$ cat src/core/sync_router_cfg.svh
/*
 * Offsets, field positions, reset values and timing counts of the
 * sync terminal router. Assumes a 50 MHz core clock and a 32-bit APB.
 */
`ifndef SYNC_ROUTER_CFG_SVH
`define SYNC_ROUTER_CFG_SVH

`define CORE_CLK_HZ 50000000
`define RESYNC_HZ 10
`define RESYNC_HALF_CYC (`CORE_CLK_HZ / (2 * `RESYNC_HZ))
`define USB_EXPORT_HZ 1000000
`define USB_HALF_CYC (`CORE_CLK_HZ / (2 * `USB_EXPORT_HZ))

`define REG_CTRL 12'h000
`define REG_CONNECT 12'h004
`define REG_STATUS 12'h008
`define REG_START_ARM 12'h00c
`define REG_TIMESTAMP 12'h010
`define REG_LINE_MAP 12'h014

`define CTRL_RATE10_BIT 0
`define CTRL_VARIANT_LSB 1
`define CTRL_SLOT_LSB 3
`define CTRL_RESET 32'h0000_0018

`define CMD_SRC_LSB 0
`define CMD_DST_LSB 4
`define CMD_PORT_BIT 8
`define CMD_CONNECT_BIT 9

`define STAR_MIN_SLOT 5'h03
`define DIV_20M 5'h14
`define DIV_10M 5'h0a
`define DIV_1M 5'h01
`define RATE20_MAX_CYC 8'h03
`define RATE10_MAX_CYC 8'h07
`define GEN_LINES 7

`endif

$ cat src/core/sync_router_pkg.sv
/*
 * Types of the sync terminal router: terminal codes, variants and
 * timebase selections. Constants live in sync_router_cfg.svh.
 */
package sync_router_pkg;

    typedef enum logic [3:0] {
        SRC_LINE0 = 4'h0,
        SRC_LINE6 = 4'h6,
        SRC_TB_LINE = 4'h7,
        SRC_STAR = 4'h8,
        SRC_CLK10 = 4'h9,
        SRC_LOCAL = 4'ha,
        SRC_RESYNC = 4'hb,
        SRC_RX_EVENT = 4'hc,
        SRC_FAULT = 4'hd,
        SRC_START = 4'he
    } src_t;

    typedef enum logic [3:0] {
        DST_LINE0 = 4'h0,
        DST_LINE6 = 4'h6,
        DST_TB_LINE = 4'h7,
        DST_MASTER = 4'h8,
        DST_RESYNC = 4'h9,
        DST_START = 4'ha
    } dst_t;

    typedef enum logic [1:0] {
        VAR_PCI = 2'h0,
        VAR_PXI = 2'h1,
        VAR_PCCARD = 2'h2,
        VAR_USB = 2'h3
    } variant_t;

    typedef enum logic [1:0] {
        TB_LOCAL = 2'h0,
        TB_LINE7 = 2'h1,
        TB_CLK10 = 2'h3
    } tb_sel_t;

    typedef enum logic [1:0] {
        RATE_20M = 2'h0,
        RATE_10M = 2'h1,
        RATE_1M = 2'h3
    } rate_t;

endpackage

$ cat src/core/sync_terminal_router.sv
/*
 * Sync terminal router: APB-programmed routing of internal timing terminals
 * onto the shared sync lines, master timebase selection, resync and start
 * trigger handling. Assumes the sync line, star, clock and fault pins are asynchronous to core_clk_i and
 * that the CAN controller signals arrive on core_clk_i.
 */
// The register offsets and register access over APB were decided locally.
`timescale 1ns/1ps
`include "sync_router_cfg.svh"

module sync_terminal_router
    import sync_router_pkg::*;
#(
    parameter int RESYNC_HALF_CYC = `RESYNC_HALF_CYC
) (
    input wire logic core_clk_i,
    input wire logic rst_b_i,
    input wire logic psel_i,
    input wire logic penable_i,
    input wire logic pwrite_i,
    input wire logic [11:0] paddr_i,
    input wire logic [31:0] pwdata_i,
    output logic [31:0] prdata_o,
    output logic pready_o,
    output logic pslverr_o,
    input wire logic [6:0] general_sync_lines_i,
    output logic [6:0] general_sync_lines_o,
    output logic [6:0] general_sync_lines_oe_o,
    input wire logic timebase_sync_line_i,
    output logic timebase_sync_line_o,
    output logic timebase_sync_line_oe_o,
    input wire logic star_trigger_i,
    input wire logic backplane_clk10_i,
    input wire logic local_osc_i,
    input wire logic [1:0] transceiver_fault_n_i,
    input wire logic [1:0] rx_eof_last_bit_i,
    input wire logic [1:0] rx_accepted_i,
    input wire logic [1:0] comm_begin_i,
    output logic [1:0] start_trigger_o,
    output logic [1:0] rx_event_o,
    output logic sample_tick_o,
    output logic [31:0] timestamp_o
);

    function automatic logic line_ok(input logic [3:0] idx, input variant_t v);
        logic ok;
        case (v)
            VAR_USB: ok = (idx == 4'h0);
            VAR_PCCARD: ok = (idx < 4'h4);
            default: ok = (idx < 4'h7);
        endcase
        return ok;
    endfunction

    function automatic logic valid_pair(input logic [3:0] s, input logic [3:0] d,
                                        input logic p, input variant_t v,
                                        input logic [4:0] slot);
        logic dl;
        logic ok;
        dl = line_ok(d, v);
        case (s)
            4'h0, 4'h1, 4'h2, 4'h3, 4'h4, 4'h5, 4'h6: begin
                ok = line_ok(s, v) && (d == DST_START ||
                     (d == DST_RESYNC && v != VAR_USB));
            end
            SRC_TB_LINE: ok = (d == DST_MASTER);
            SRC_STAR: begin
                ok = d == DST_START && v == VAR_PXI && slot >= `STAR_MIN_SLOT;
            end
            SRC_CLK10: ok = (d == DST_MASTER) && (v == VAR_PXI);
            SRC_LOCAL: ok = (d == DST_TB_LINE) && (v != VAR_PCCARD);
            SRC_RESYNC: ok = v != VAR_USB && (dl || d == DST_START);
            SRC_RX_EVENT: ok = v != VAR_USB && (dl || d == DST_START);
            SRC_FAULT: ok = v != VAR_USB && dl && (d[0] == p);
            SRC_START: ok = dl;
            default: ok = 1'b0;
        endcase
        return ok;
    endfunction

    function automatic logic mapped(input logic [11:0] a);
        return a == `REG_CTRL || a == `REG_CONNECT || a == `REG_STATUS ||
               a == `REG_START_ARM || a == `REG_TIMESTAMP || a == `REG_LINE_MAP;
    endfunction

    // pin synchronisers: gen[6:0], tb[7], star[8], clk10[9], osc[10], fault_n[12:11]
    logic [12:0] pin_raw;
    logic [12:0] meta_reg;
    logic [12:0] sync_reg;
    logic [12:0] prev_reg;
    logic [12:0] rise;

    assign pin_raw = {transceiver_fault_n_i, local_osc_i, backplane_clk10_i,
                      star_trigger_i, timebase_sync_line_i, general_sync_lines_i};

    always_ff @(posedge core_clk_i or negedge rst_b_i) begin
        if (!rst_b_i) begin
            meta_reg <= 13'h1800;
            sync_reg <= 13'h1800;
            prev_reg <= 13'h1800;
        end else begin
            meta_reg <= pin_raw;
            sync_reg <= meta_reg;
            prev_reg <= sync_reg;
        end
    end

    assign rise = sync_reg & ~prev_reg;

    // control registers
    logic rate10_reg;
    variant_t variant_reg;
    logic [4:0] slot_reg;
    logic [31:0] last_cmd_reg;
    logic err_reg;

    logic [3:0] line_src_reg [7];
    logic [6:0] line_port_reg;
    logic [6:0] line_en_reg;
    logic tb_export_reg;
    tb_sel_t master_sel_reg;
    logic resync_en_reg;
    logic [2:0] resync_line_reg;
    logic [1:0] start_en_reg;
    logic [3:0] start_src_reg [2];

    logic setup;
    logic wr;
    logic [3:0] c_src;
    logic [3:0] c_dst;
    logic c_port;
    logic c_conn;
    logic c_ok;

    assign setup = psel_i && !penable_i;
    assign wr = psel_i && penable_i && pwrite_i && mapped(paddr_i);
    assign c_src = pwdata_i[`CMD_SRC_LSB +: 4];
    assign c_dst = pwdata_i[`CMD_DST_LSB +: 4];
    assign c_port = pwdata_i[`CMD_PORT_BIT];
    assign c_conn = pwdata_i[`CMD_CONNECT_BIT];
    // a disconnect only needs a known destination
    assign c_ok = c_conn ? valid_pair(c_src, c_dst, c_port, variant_reg, slot_reg)
                         : (c_dst <= DST_START);

    assign pready_o = 1'b1;
    assign pslverr_o = psel_i && penable_i && !mapped(paddr_i);

    always_ff @(posedge core_clk_i or negedge rst_b_i) begin
        if (!rst_b_i) begin
            rate10_reg <= 1'b0;
            variant_reg <= VAR_PCI;
            slot_reg <= 5'h03;
        end else if (wr && paddr_i == `REG_CTRL) begin
            rate10_reg <= pwdata_i[`CTRL_RATE10_BIT];
            variant_reg <= variant_t'(pwdata_i[`CTRL_VARIANT_LSB +: 2]);
            slot_reg <= pwdata_i[`CTRL_SLOT_LSB +: 5];
        end
    end

    // one route table for the whole card, shared by both ports
    always_ff @(posedge core_clk_i or negedge rst_b_i) begin
        if (!rst_b_i) begin
            last_cmd_reg <= 32'h0;
            err_reg <= 1'b0;
            line_port_reg <= 7'h0;
            line_en_reg <= 7'h0;
            tb_export_reg <= 1'b0;
            master_sel_reg <= TB_LOCAL;
            resync_en_reg <= 1'b0;
            resync_line_reg <= 3'h0;
            start_en_reg <= 2'h0;
            for (int i = 0; i < `GEN_LINES; i++) begin
                line_src_reg[i] <= 4'h0;
            end
            start_src_reg[0] <= 4'h0;
            start_src_reg[1] <= 4'h0;
        end else if (wr && paddr_i == `REG_CONNECT) begin
            last_cmd_reg <= pwdata_i;
            err_reg <= !c_ok;
            if (c_ok) begin
                case (c_dst)
                    DST_TB_LINE: tb_export_reg <= c_conn;
                    DST_MASTER: begin
                        if (!c_conn) begin
                            master_sel_reg <= TB_LOCAL;
                        end else if (c_src == SRC_CLK10) begin
                            master_sel_reg <= TB_CLK10;
                        end else begin
                            master_sel_reg <= TB_LINE7;
                        end
                    end
                    DST_RESYNC: begin
                        resync_en_reg <= c_conn;
                        resync_line_reg <= c_src[2:0];
                    end
                    DST_START: begin
                        start_en_reg[c_port] <= c_conn;
                        start_src_reg[c_port] <= c_src;
                    end
                    default: begin
                        line_en_reg[c_dst[2:0]] <= c_conn;
                        line_src_reg[c_dst[2:0]] <= c_src;
                        line_port_reg[c_dst[2:0]] <= c_port;
                    end
                endcase
            end
        end
    end

    // rate sensing on the timebase line, used by the usb variant
    logic [7:0] per_cnt_reg;
    rate_t det_rate_reg;

    always_ff @(posedge core_clk_i or negedge rst_b_i) begin
        if (!rst_b_i) begin
            per_cnt_reg <= 8'h0;
            det_rate_reg <= RATE_20M;
        end else if (rise[7]) begin
            per_cnt_reg <= 8'h1;
            if (per_cnt_reg <= `RATE20_MAX_CYC) begin
                det_rate_reg <= RATE_20M;
            end else if (per_cnt_reg <= `RATE10_MAX_CYC) begin
                det_rate_reg <= RATE_10M;
            end else begin
                det_rate_reg <= RATE_1M;
            end
        end else if (per_cnt_reg != 8'hff) begin
            per_cnt_reg <= per_cnt_reg + 8'h1;
        end
    end

    // master timebase: edges of the selected source, divided to 1 us ticks.
    // limitation: a 20 MHz source is undersampled by the 50 MHz core clock,
    // so the tick rate only tracks it on average
    logic tb_edge;
    logic [4:0] tb_div;
    logic resync_edge;
    logic [4:0] pre_cnt_reg;
    logic [31:0] ts_reg;
    logic sample_reg;

    always_comb begin
        tb_edge = rise[10];
        tb_div = (variant_reg == VAR_USB) ? `DIV_1M : `DIV_20M;
        case (master_sel_reg)
            TB_LINE7: begin
                tb_edge = rise[7];
                if (variant_reg == VAR_USB) begin
                    tb_div = (det_rate_reg == RATE_1M) ? `DIV_1M :
                             (det_rate_reg == RATE_10M) ? `DIV_10M : `DIV_20M;
                end else if (variant_reg == VAR_PCCARD || rate10_reg) begin
                    tb_div = `DIV_10M;
                end else begin
                    tb_div = `DIV_20M;
                end
            end
            TB_CLK10: begin
                tb_edge = rise[9];
                tb_div = `DIV_10M;
            end
            default: begin
                tb_edge = rise[10];
            end
        endcase
    end

    assign resync_edge = resync_en_reg && rise[resync_line_reg];

    always_ff @(posedge core_clk_i or negedge rst_b_i) begin
        if (!rst_b_i) begin
            pre_cnt_reg <= 5'h0;
            ts_reg <= 32'h0;
            sample_reg <= 1'b0;
        end else begin
            sample_reg <= 1'b0;
            if (resync_edge) begin
                pre_cnt_reg <= 5'h0;
            end else if (tb_edge) begin
                if (pre_cnt_reg >= tb_div - 5'h1) begin
                    pre_cnt_reg <= 5'h0;
                    ts_reg <= ts_reg + 32'h1;
                    sample_reg <= 1'b1;
                end else begin
                    pre_cnt_reg <= pre_cnt_reg + 5'h1;
                end
            end
        end
    end

    // 10 hz resync square wave and the 1 mhz usb export clock
    logic [22:0] rs_cnt_reg;
    logic resync_clk_reg;
    logic [4:0] usb_cnt_reg;
    logic usb_clk_reg;

    always_ff @(posedge core_clk_i or negedge rst_b_i) begin
        if (!rst_b_i) begin
            rs_cnt_reg <= 23'h0;
            resync_clk_reg <= 1'b0;
        end else if (rs_cnt_reg == 23'(RESYNC_HALF_CYC - 1)) begin
            rs_cnt_reg <= 23'h0;
            resync_clk_reg <= !resync_clk_reg;
        end else begin
            rs_cnt_reg <= rs_cnt_reg + 23'h1;
        end
    end

    always_ff @(posedge core_clk_i or negedge rst_b_i) begin
        if (!rst_b_i) begin
            usb_cnt_reg <= 5'h0;
            usb_clk_reg <= 1'b0;
        end else if (usb_cnt_reg == 5'(`USB_HALF_CYC - 1)) begin
            usb_cnt_reg <= 5'h0;
            usb_clk_reg <= !usb_clk_reg;
        end else begin
            usb_cnt_reg <= usb_cnt_reg + 5'h1;
        end
    end

    // receive event: the controller marks the last eof bit for a full bit time
    logic [1:0] rx_ev_reg;

    always_ff @(posedge core_clk_i or negedge rst_b_i) begin
        if (!rst_b_i) begin
            rx_ev_reg <= 2'h0;
        end else begin
            rx_ev_reg <= rx_eof_last_bit_i & rx_accepted_i;
        end
    end

    // start trigger per interface; started blocks retriggering until rearmed
    logic [1:0] started_reg;
    logic [1:0] start_fire;
    logic [1:0] start_arm;
    logic [1:0] start_pulse_reg;

    assign start_arm = (wr && paddr_i == `REG_START_ARM) ? pwdata_i[1:0] : 2'h0;

    always_comb begin
        for (int p = 0; p < 2; p++) begin
            if (start_en_reg[p]) begin
                start_fire[p] = !started_reg[p] && (start_src_reg[p] == SRC_STAR ?
                    rise[8] : rise[start_src_reg[p][2:0]]);
            end else begin
                start_fire[p] = !started_reg[p] && comm_begin_i[p];
            end
        end
    end

    always_ff @(posedge core_clk_i or negedge rst_b_i) begin
        if (!rst_b_i) begin
            started_reg <= 2'h0;
            start_pulse_reg <= 2'h0;
        end else begin
            // a trigger landing on the rearm cycle is lost, since started still blocks it
            started_reg <= start_fire | (started_reg & ~start_arm);
            start_pulse_reg <= start_fire;
        end
    end

    // line drivers
    logic [6:0] line_val;

    always_comb begin
        for (int i = 0; i < `GEN_LINES; i++) begin
            case (line_src_reg[i])
                SRC_RESYNC: line_val[i] = resync_clk_reg;
                SRC_RX_EVENT: line_val[i] = rx_ev_reg[line_port_reg[i]];
                SRC_FAULT: line_val[i] = sync_reg[11 + line_port_reg[i]];
                SRC_START: line_val[i] = start_pulse_reg[line_port_reg[i]];
                default: line_val[i] = 1'b0;
            endcase
        end
    end

    always_ff @(posedge core_clk_i or negedge rst_b_i) begin
        if (!rst_b_i) begin
            general_sync_lines_o <= 7'h0;
            general_sync_lines_oe_o <= 7'h0;
            timebase_sync_line_o <= 1'b0;
            timebase_sync_line_oe_o <= 1'b0;
        end else begin
            general_sync_lines_o <= line_val & line_en_reg;
            general_sync_lines_oe_o <= line_en_reg;
            // only the local clock is ever exported, never an imported one
            timebase_sync_line_o <= tb_export_reg &&
                (variant_reg == VAR_USB ? usb_clk_reg : sync_reg[10]);
            timebase_sync_line_oe_o <= tb_export_reg;
        end
    end

    assign start_trigger_o = start_pulse_reg;
    assign rx_event_o = rx_ev_reg;
    assign sample_tick_o = sample_reg;
    assign timestamp_o = ts_reg;

    // read data is captured in the setup cycle so it comes from a flop
    always_ff @(posedge core_clk_i or negedge rst_b_i) begin
        if (!rst_b_i) begin
            prdata_o <= 32'h0;
        end else if (setup && !pwrite_i) begin
            case (paddr_i)
                `REG_CTRL: prdata_o <= {24'h0, slot_reg, variant_reg, rate10_reg};
                `REG_CONNECT: prdata_o <= last_cmd_reg;
                `REG_STATUS: prdata_o <= {23'h0, tb_export_reg, resync_en_reg,
                                          master_sel_reg, det_rate_reg,
                                          started_reg, err_reg};
                `REG_TIMESTAMP: prdata_o <= ts_reg;
                `REG_LINE_MAP: prdata_o <= {25'h0, line_en_reg};
                default: prdata_o <= 32'h0;
            endcase
        end
    end

endmodule // sync_terminal_router

$ cat config.mk
export PLATFORM = sky130hd
export DESIGN_NAME = sync_terminal_router
export DESIGN_NICKNAME = d
export VERILOG_FILES = /design/src/core/sync_router_pkg.sv /design/src/core/sync_terminal_router.sv
export VERILOG_INCLUDE_DIRS = /design/src /design/src/core
export SDC_FILE = /design/constraint.sdc
export NUM_CORES = 1
export LEC_CHECK = 0
export ABC_CLOCK_PERIOD_IN_PS = 8300
export BUFFER_PORTS_ARGS = -buffer_cell sky130_fd_sc_hd__buf_2
export CAP_MARGIN = 10
export CORE_UTILIZATION = 45
export DETAILED_ROUTE_END_ITERATION = 6
export SETUP_SLACK_MARGIN = 0.15
export SKIP_CTS_REPAIR_TIMING = 1
export SYNTH_ARGS = -nofsm -noshare
export SYNTH_HDL_FRONTEND = slang
export SYNTH_SLANG_ARGS = --single-unit
export TNS_END_PERCENT = 100
$ cat constraint.sdc
create_clock -name core_clk_i -period 8.3 [get_ports core_clk_i]
set_input_delay 0 -clock core_clk_i [delete_from_list [all_inputs] [get_ports core_clk_i]]
set_output_delay 0 -clock core_clk_i [all_outputs]
set_load 0.005 [all_outputs]
# After elaboration in Yosys (flattened, before gate mapping)
# Cells that the tools add are included.
[word_totals]
reg_bits = 269
inputBits = 68
output_inout_bits = 87
elab_cells = 324
[classes]
add_sub_neg = 13
magnitude_cmp = 34
n_eq_ne = 66
mux = 101
n_bitwise = 11
n_reduce_logical = 58
[op_table]
columns = ["operator", "n"]
rows = [
  ["$eq A4 B4 Y1 const B", 40],
  ["$pmux W32 S5", 1],
  ["$mux W1", 50],
  ["$mux W5", 9],
  ["$add A4 B1 Y5 const A", 7],
  ["$lt A5 B5 Y1 const B", 7],
  ["$add A32 B1 Y32 const B", 1],
  ["$bmux W1 S4", 7],
  ["$bwmux W28", 1],
  ["$logic_and A1 B1 Y1", 28],
  ["$pmux W1 S4", 7],
  ["$eq A12 B4 Y1 const B", 2],
  ["$eq A12 B5 Y1 const B", 2],
  ["$add A23 B1 Y23 const B", 1],
  ["$eq A23 B22 Y1 const B", 1],
  ["$mux W23", 1],
  ["$eq A4 B3 Y1 const B", 5],
  ["$reduce_and A3 Y1", 6],
  ["$lt A1 B2 Y1 const B", 8],
  ["$lt A4 B3 Y1 const B", 4],
  ["$mux W8", 2],
  ["$lt A3 B5 Y1 const B", 3],
  ["$bwmux W7", 2],
  ["$demux W4 S3", 1],
  ["52 further kinds", 87],
]

# Logic depth before layout (Yosys ltp)
[depth]
word_depth = 12
mapped_depth = 15
depth_no_buf = 14

# Worst setup path after synthesis
# No wires, ideal clock.
[synth_timing]
path_type = "register to register"
from = "register variant_reg[0]"
to = "register ts_reg[29] (netlist: timestamp_o[29])"
setup_time_ns = 0.079
t_arrival_ns = 2.963
required_time_ns = 8.221
setup_slack_ns = 5.257
stages_incl_launch_ff = 15
n_path_buf = 1
period_less_slack_ns = 3.043
cell_sequence = "dfrtp_1 > buf_2 > nand2_1 > o22ai_1 > a21oi_1 > nand2_1 > ha_1 > xor2_1 > ha_1 > a21o_1 > a31oi_1 > o21a_1 > or4_4 > nor3_2 > xor2_1"
[synth_between]
elab_chain_len = 8
word_cells_on_any_way = 10
cone_classes = "1 x add/sub; 1 x order compare; 2 x eq/ne; 4 x mux; 2 x reduce/logical"
[synth_rtl]
columns = ["item", "line_no", "rtl"]
rows = [
  ["start, declared", "sync_terminal_router.sv:112", "variant_t variant_reg;"],
  ["start signal, assigned", "sync_terminal_router.sv:155", "variant_reg <= variant_t'(pwdata_i[`CTRL_VARIANT_LSB +: 2]);"],
  ["$eq A2 B2 Y1", "sync_terminal_router.sv:251", "end else if (variant_reg == VAR_PCCARD || rate10_reg) begin"],
  ["$logic_or A1 B1 Y1", "sync_terminal_router.sv:251", ""],
  ["$mux W5", "sync_terminal_router.sv:251", ""],
  ["$mux W5", "sync_terminal_router.sv:248", "if (variant_reg == VAR_USB) begin"],
  ["$pmux W5 S2 *", "sync_terminal_router.sv:245", "case (master_sel_reg)"],
  ["$sub A5 B1 Y5 *", "sync_terminal_router.sv:279", "if (pre_cnt_reg >= tb_div - 5'h1) begin"],
  ["$ge A5 B5 Y1 *", "sync_terminal_router.sv:279", ""],
  ["$reduce_and A3 Y1 (no source line) *", "-", ""],
  ["end signal, assigned", "sync_terminal_router.sv:281", "ts_reg <= ts_reg + 32'h1;"],
  ["end, declared", "sync_terminal_router.sv:239", "logic [31:0] ts_reg;"],
]
# Every way passes the cells marked *; elsewhere a longest branch is shown, timed or not.
# A chain may end at the register's enable or synchronous reset.

# Worst setup path in the final report
[layout_timing]
from = "register variant_reg[0]"
to = "register ts_reg[20] (netlist: timestamp_o[20])"
# The elaborated chain is that of the path after synthesis.

==> run metrics <==
Iter 0 DRT Violations=approximately 720; Synth Area in Compound Gates=around 9.0%; critical path cell sequence=nand2_1, o22ai_1, a21oi_1, nand2_1, ha_1, xor2_1, ha_1, a21o_1, a31oi_1, o21a_1, nor4_2, nand3_1, xnor2_1; CP Max Fanout=11; total negative slack=0 ps; min-delay src=pwdata_i[2]; vias per cell=about 5.5; Via Count=8515; required time of the critical path=8720 ps; layout net count=about 1300; FF-to-FF Start=variant_reg[0]; Max Cap Viol=0; PwrDens=just over 200 mW/mm^2; Max VDD drop=between 150 and 200 uV; DIE HEIGHT=164.8 um; Primary FF master, synth=dfrtp_1; Post-Synth Adder-Cell Area=under 10%; Synth area leader=dfrtp_1; Worst Max-Slew Pin Slew=~1100 ps; commonest non-fill, non-tap cell in the layout=dfrtp_1; worst reg2reg setup slack=about 4300 ps; final period utilization=just under 50%; routed length per placed instance=between 15 and 20 um; global-route wire length before repair=between 40000 and 50000 um; Post-synth EDFFs=0; crit path DAT=4430 ps; DRT Pass-1 Iters=6; Max Clock Freq=~250 MHz; WL final=between 20000 and 30000 um; Root Buffer=clkbuf_16; WHS Endpoint=start_src_reg[2]; Area after DPL=0.01300 sq mm; final setup fails=0; Post-Synthesis Cells=around 1000; cell leakage power=between 6 and 7 nW; Final Util=55.62%; synthesis-to-layout area growth=21.55%; max-slew violations=0; Yosys warnings=0; final hold violations=3; clk_skew=9.662 ps; Tot Pwr=roughly 0.0029 W; outcome=finished, violations left; Worst-path clk slew=roughly 60 ps; Post-Synth XOR/XNOR Area=4.260%; crit path kind=reg2reg; Post-Syn Area=approximately 0.012 sq mm; worst hold path depth=3; share of cells above drive strength 1=~29%; sequential element share of the synthesized area=56.52%; Die W=164.8 um; Tightest Hold Check Type=in2reg; Post-DRT Antenna Nets=0; IO Pins=155; simple-gate portion of the synthesized area=~15%; filler instances=roughly 2200; CP max stage cell=nor4_2; RSZ-0062 raised after global routing=no; most frequent cells in the layout=263 x dfrtp_1, 152 x buf_2, 103 x nand2_1, 93 x mux2_2, 61 x nor2_1; initial antenna violation count=3; FF+latch area=about 0.0067 sq mm; Reg2Reg Depth=13; Final Critical Period=roughly 4000 ps; DP HPWL=18780 um; largest family of logic cells by synthesized area=simple AND/OR/NAND/NOR gates; #FFs+latches synth=roughly 270; Slew headroom=between 20% and 30%; # clock sinks=between 200 and 300; Max clock buf depth=3; design area=0.01449 sq mm; syn_area_per_cell=around 12 sq um; H-Tree Depth=1; Critical Path Source Type=flop; Net Count, Synth=1082; TritonCTS clock tree=yes; mux share of post-synthesis cell area=approximately 12%; vias in the first global route=between 8000 and 9000; DRC viols=0; top cells by area, synth=dfrtp_1 55%, mux2_2 8.8%, nand2_1 3.2%, xor2_1 2.3%, o21ai_0 2.3%; Worst setup EP type=flop; gr usage total=between 20% and 30%; Worst R2R End=timestamp_o[20]; effective utilization at floorplan=45.76%; top cell type's share of synthesized area=55.19%; DIE AREA=about 0.027 sq mm; worst hold slack=-33.67 ps; total grt overflow=0; Cell variety after synth=72; CP max stage delay=950 ps; multi-input logic area=roughly 0.0050 sq mm; largest net degree at the start of global routing=~150; post-synthesis async set-or-reset flop share=100.0%; core area=about 0.026 sq mm; row count=roughly 60; worst-skew pair later-pin latency=around 550 ps; PortBufs=between 150 and 200; failing checks=negative hold slack; GPL Wtd Cong=between 0.8 and 0.9; Num CTS Buffers=30
-- layout make-up --
type                            instances  area share [%]
Antenna cell                            3         0.05180
Clock buffer                           43           6.146
Clock inverter                         10          0.5611
Inverter                               13          0.3367
Multi-Input combinational cell        677           34.25
Sequential cell                       269           46.50
Tap cell                              335           2.892
Timing Repair Buffer                  210           9.271
-- logic make-up after synthesis --
group | Yosys count
AOI/OAI and AO/OA | 163
xor gates and xnor gates | 58
adders and majority gates | 12
buffers and inverters | 56
DFF | 269
muxes | 116
other | 1
and+or+nand+nor | 327
-- metrics by stage --
step | hold slack, ps | setup slack (ps) | std cells
after floorplan | -295.6 | 5257 | 1002
after global placement | 105.5 | 4580 | 1453
after detailed placement | 108.7 | 4390 | 1453
after CTS | -474.0 | 4340 | 1506
after global routing | 8.320 | 4076 | 1559
final | -33.67 | 4289 | 1560
-- power by group --
part / leakage [nW] / internal (W) / switching, W
logic: 2.91 / 0.000103 / 0.000135
registers: 3.58 / 0.00136 / 0.0000545
clock network: 0.484 / 0.000770 / 0.000515
-- synthesized netlist by cell type, types with 8 or more instances --
cell        n
xor2_1     31
nor2_1     62
ha_1       12
mux4_2     12
dfrtp_1   263
mux2_2     93
nand3_1    31
a22oi_1    32
a222oi_1    8
nand4_1    15
a21oi_1    17
a31oi_1    14
nor2b_1    16
nand2_1   103
buf_2      13
and3_1     17
inv_1      13
xnor2_1    27
clkbuf_1   27
o21ai_0    54
nand2b_1   16
-- worst max-delay path by stage --
| stage | cells past startpoint | end | start | slack (ps) |
|---|---|---|---|---|
| after floorplan | 14 | timestamp_o[29] | variant_reg[0] | 5260 |
| after global placement | 13 | timestamp_o[24] | variant_reg[0] | 4580 |
| after detailed placement | 13 | timestamp_o[20] | variant_reg[1] | 4390 |
| after CTS | 13 | timestamp_o[20] | variant_reg[0] | 4340 |
| after global routing | 13 | timestamp_o[28] | variant_reg[1] | 4080 |
| final | 13 | timestamp_o[20] | variant_reg[0] | 4290 |
-- critical path: cells and delay by family, from the launching register on --
kind	cells	cell delay [ps]
flip-flops	1	490
adder cells (fa/ha/maj)	2	580
AO/OA/AOI/OAI	5	870
XOR/XNOR	2	360
AND/OR/NAND/NOR	4	1560
-- routing by layer --
layer  routed length, um  track usage, %
met3                1365           3.666
met2               13290           32.52
met1               13450           30.53
met5                   0               0
met4                 445           5.421
(Power assumes the default switching activity.)
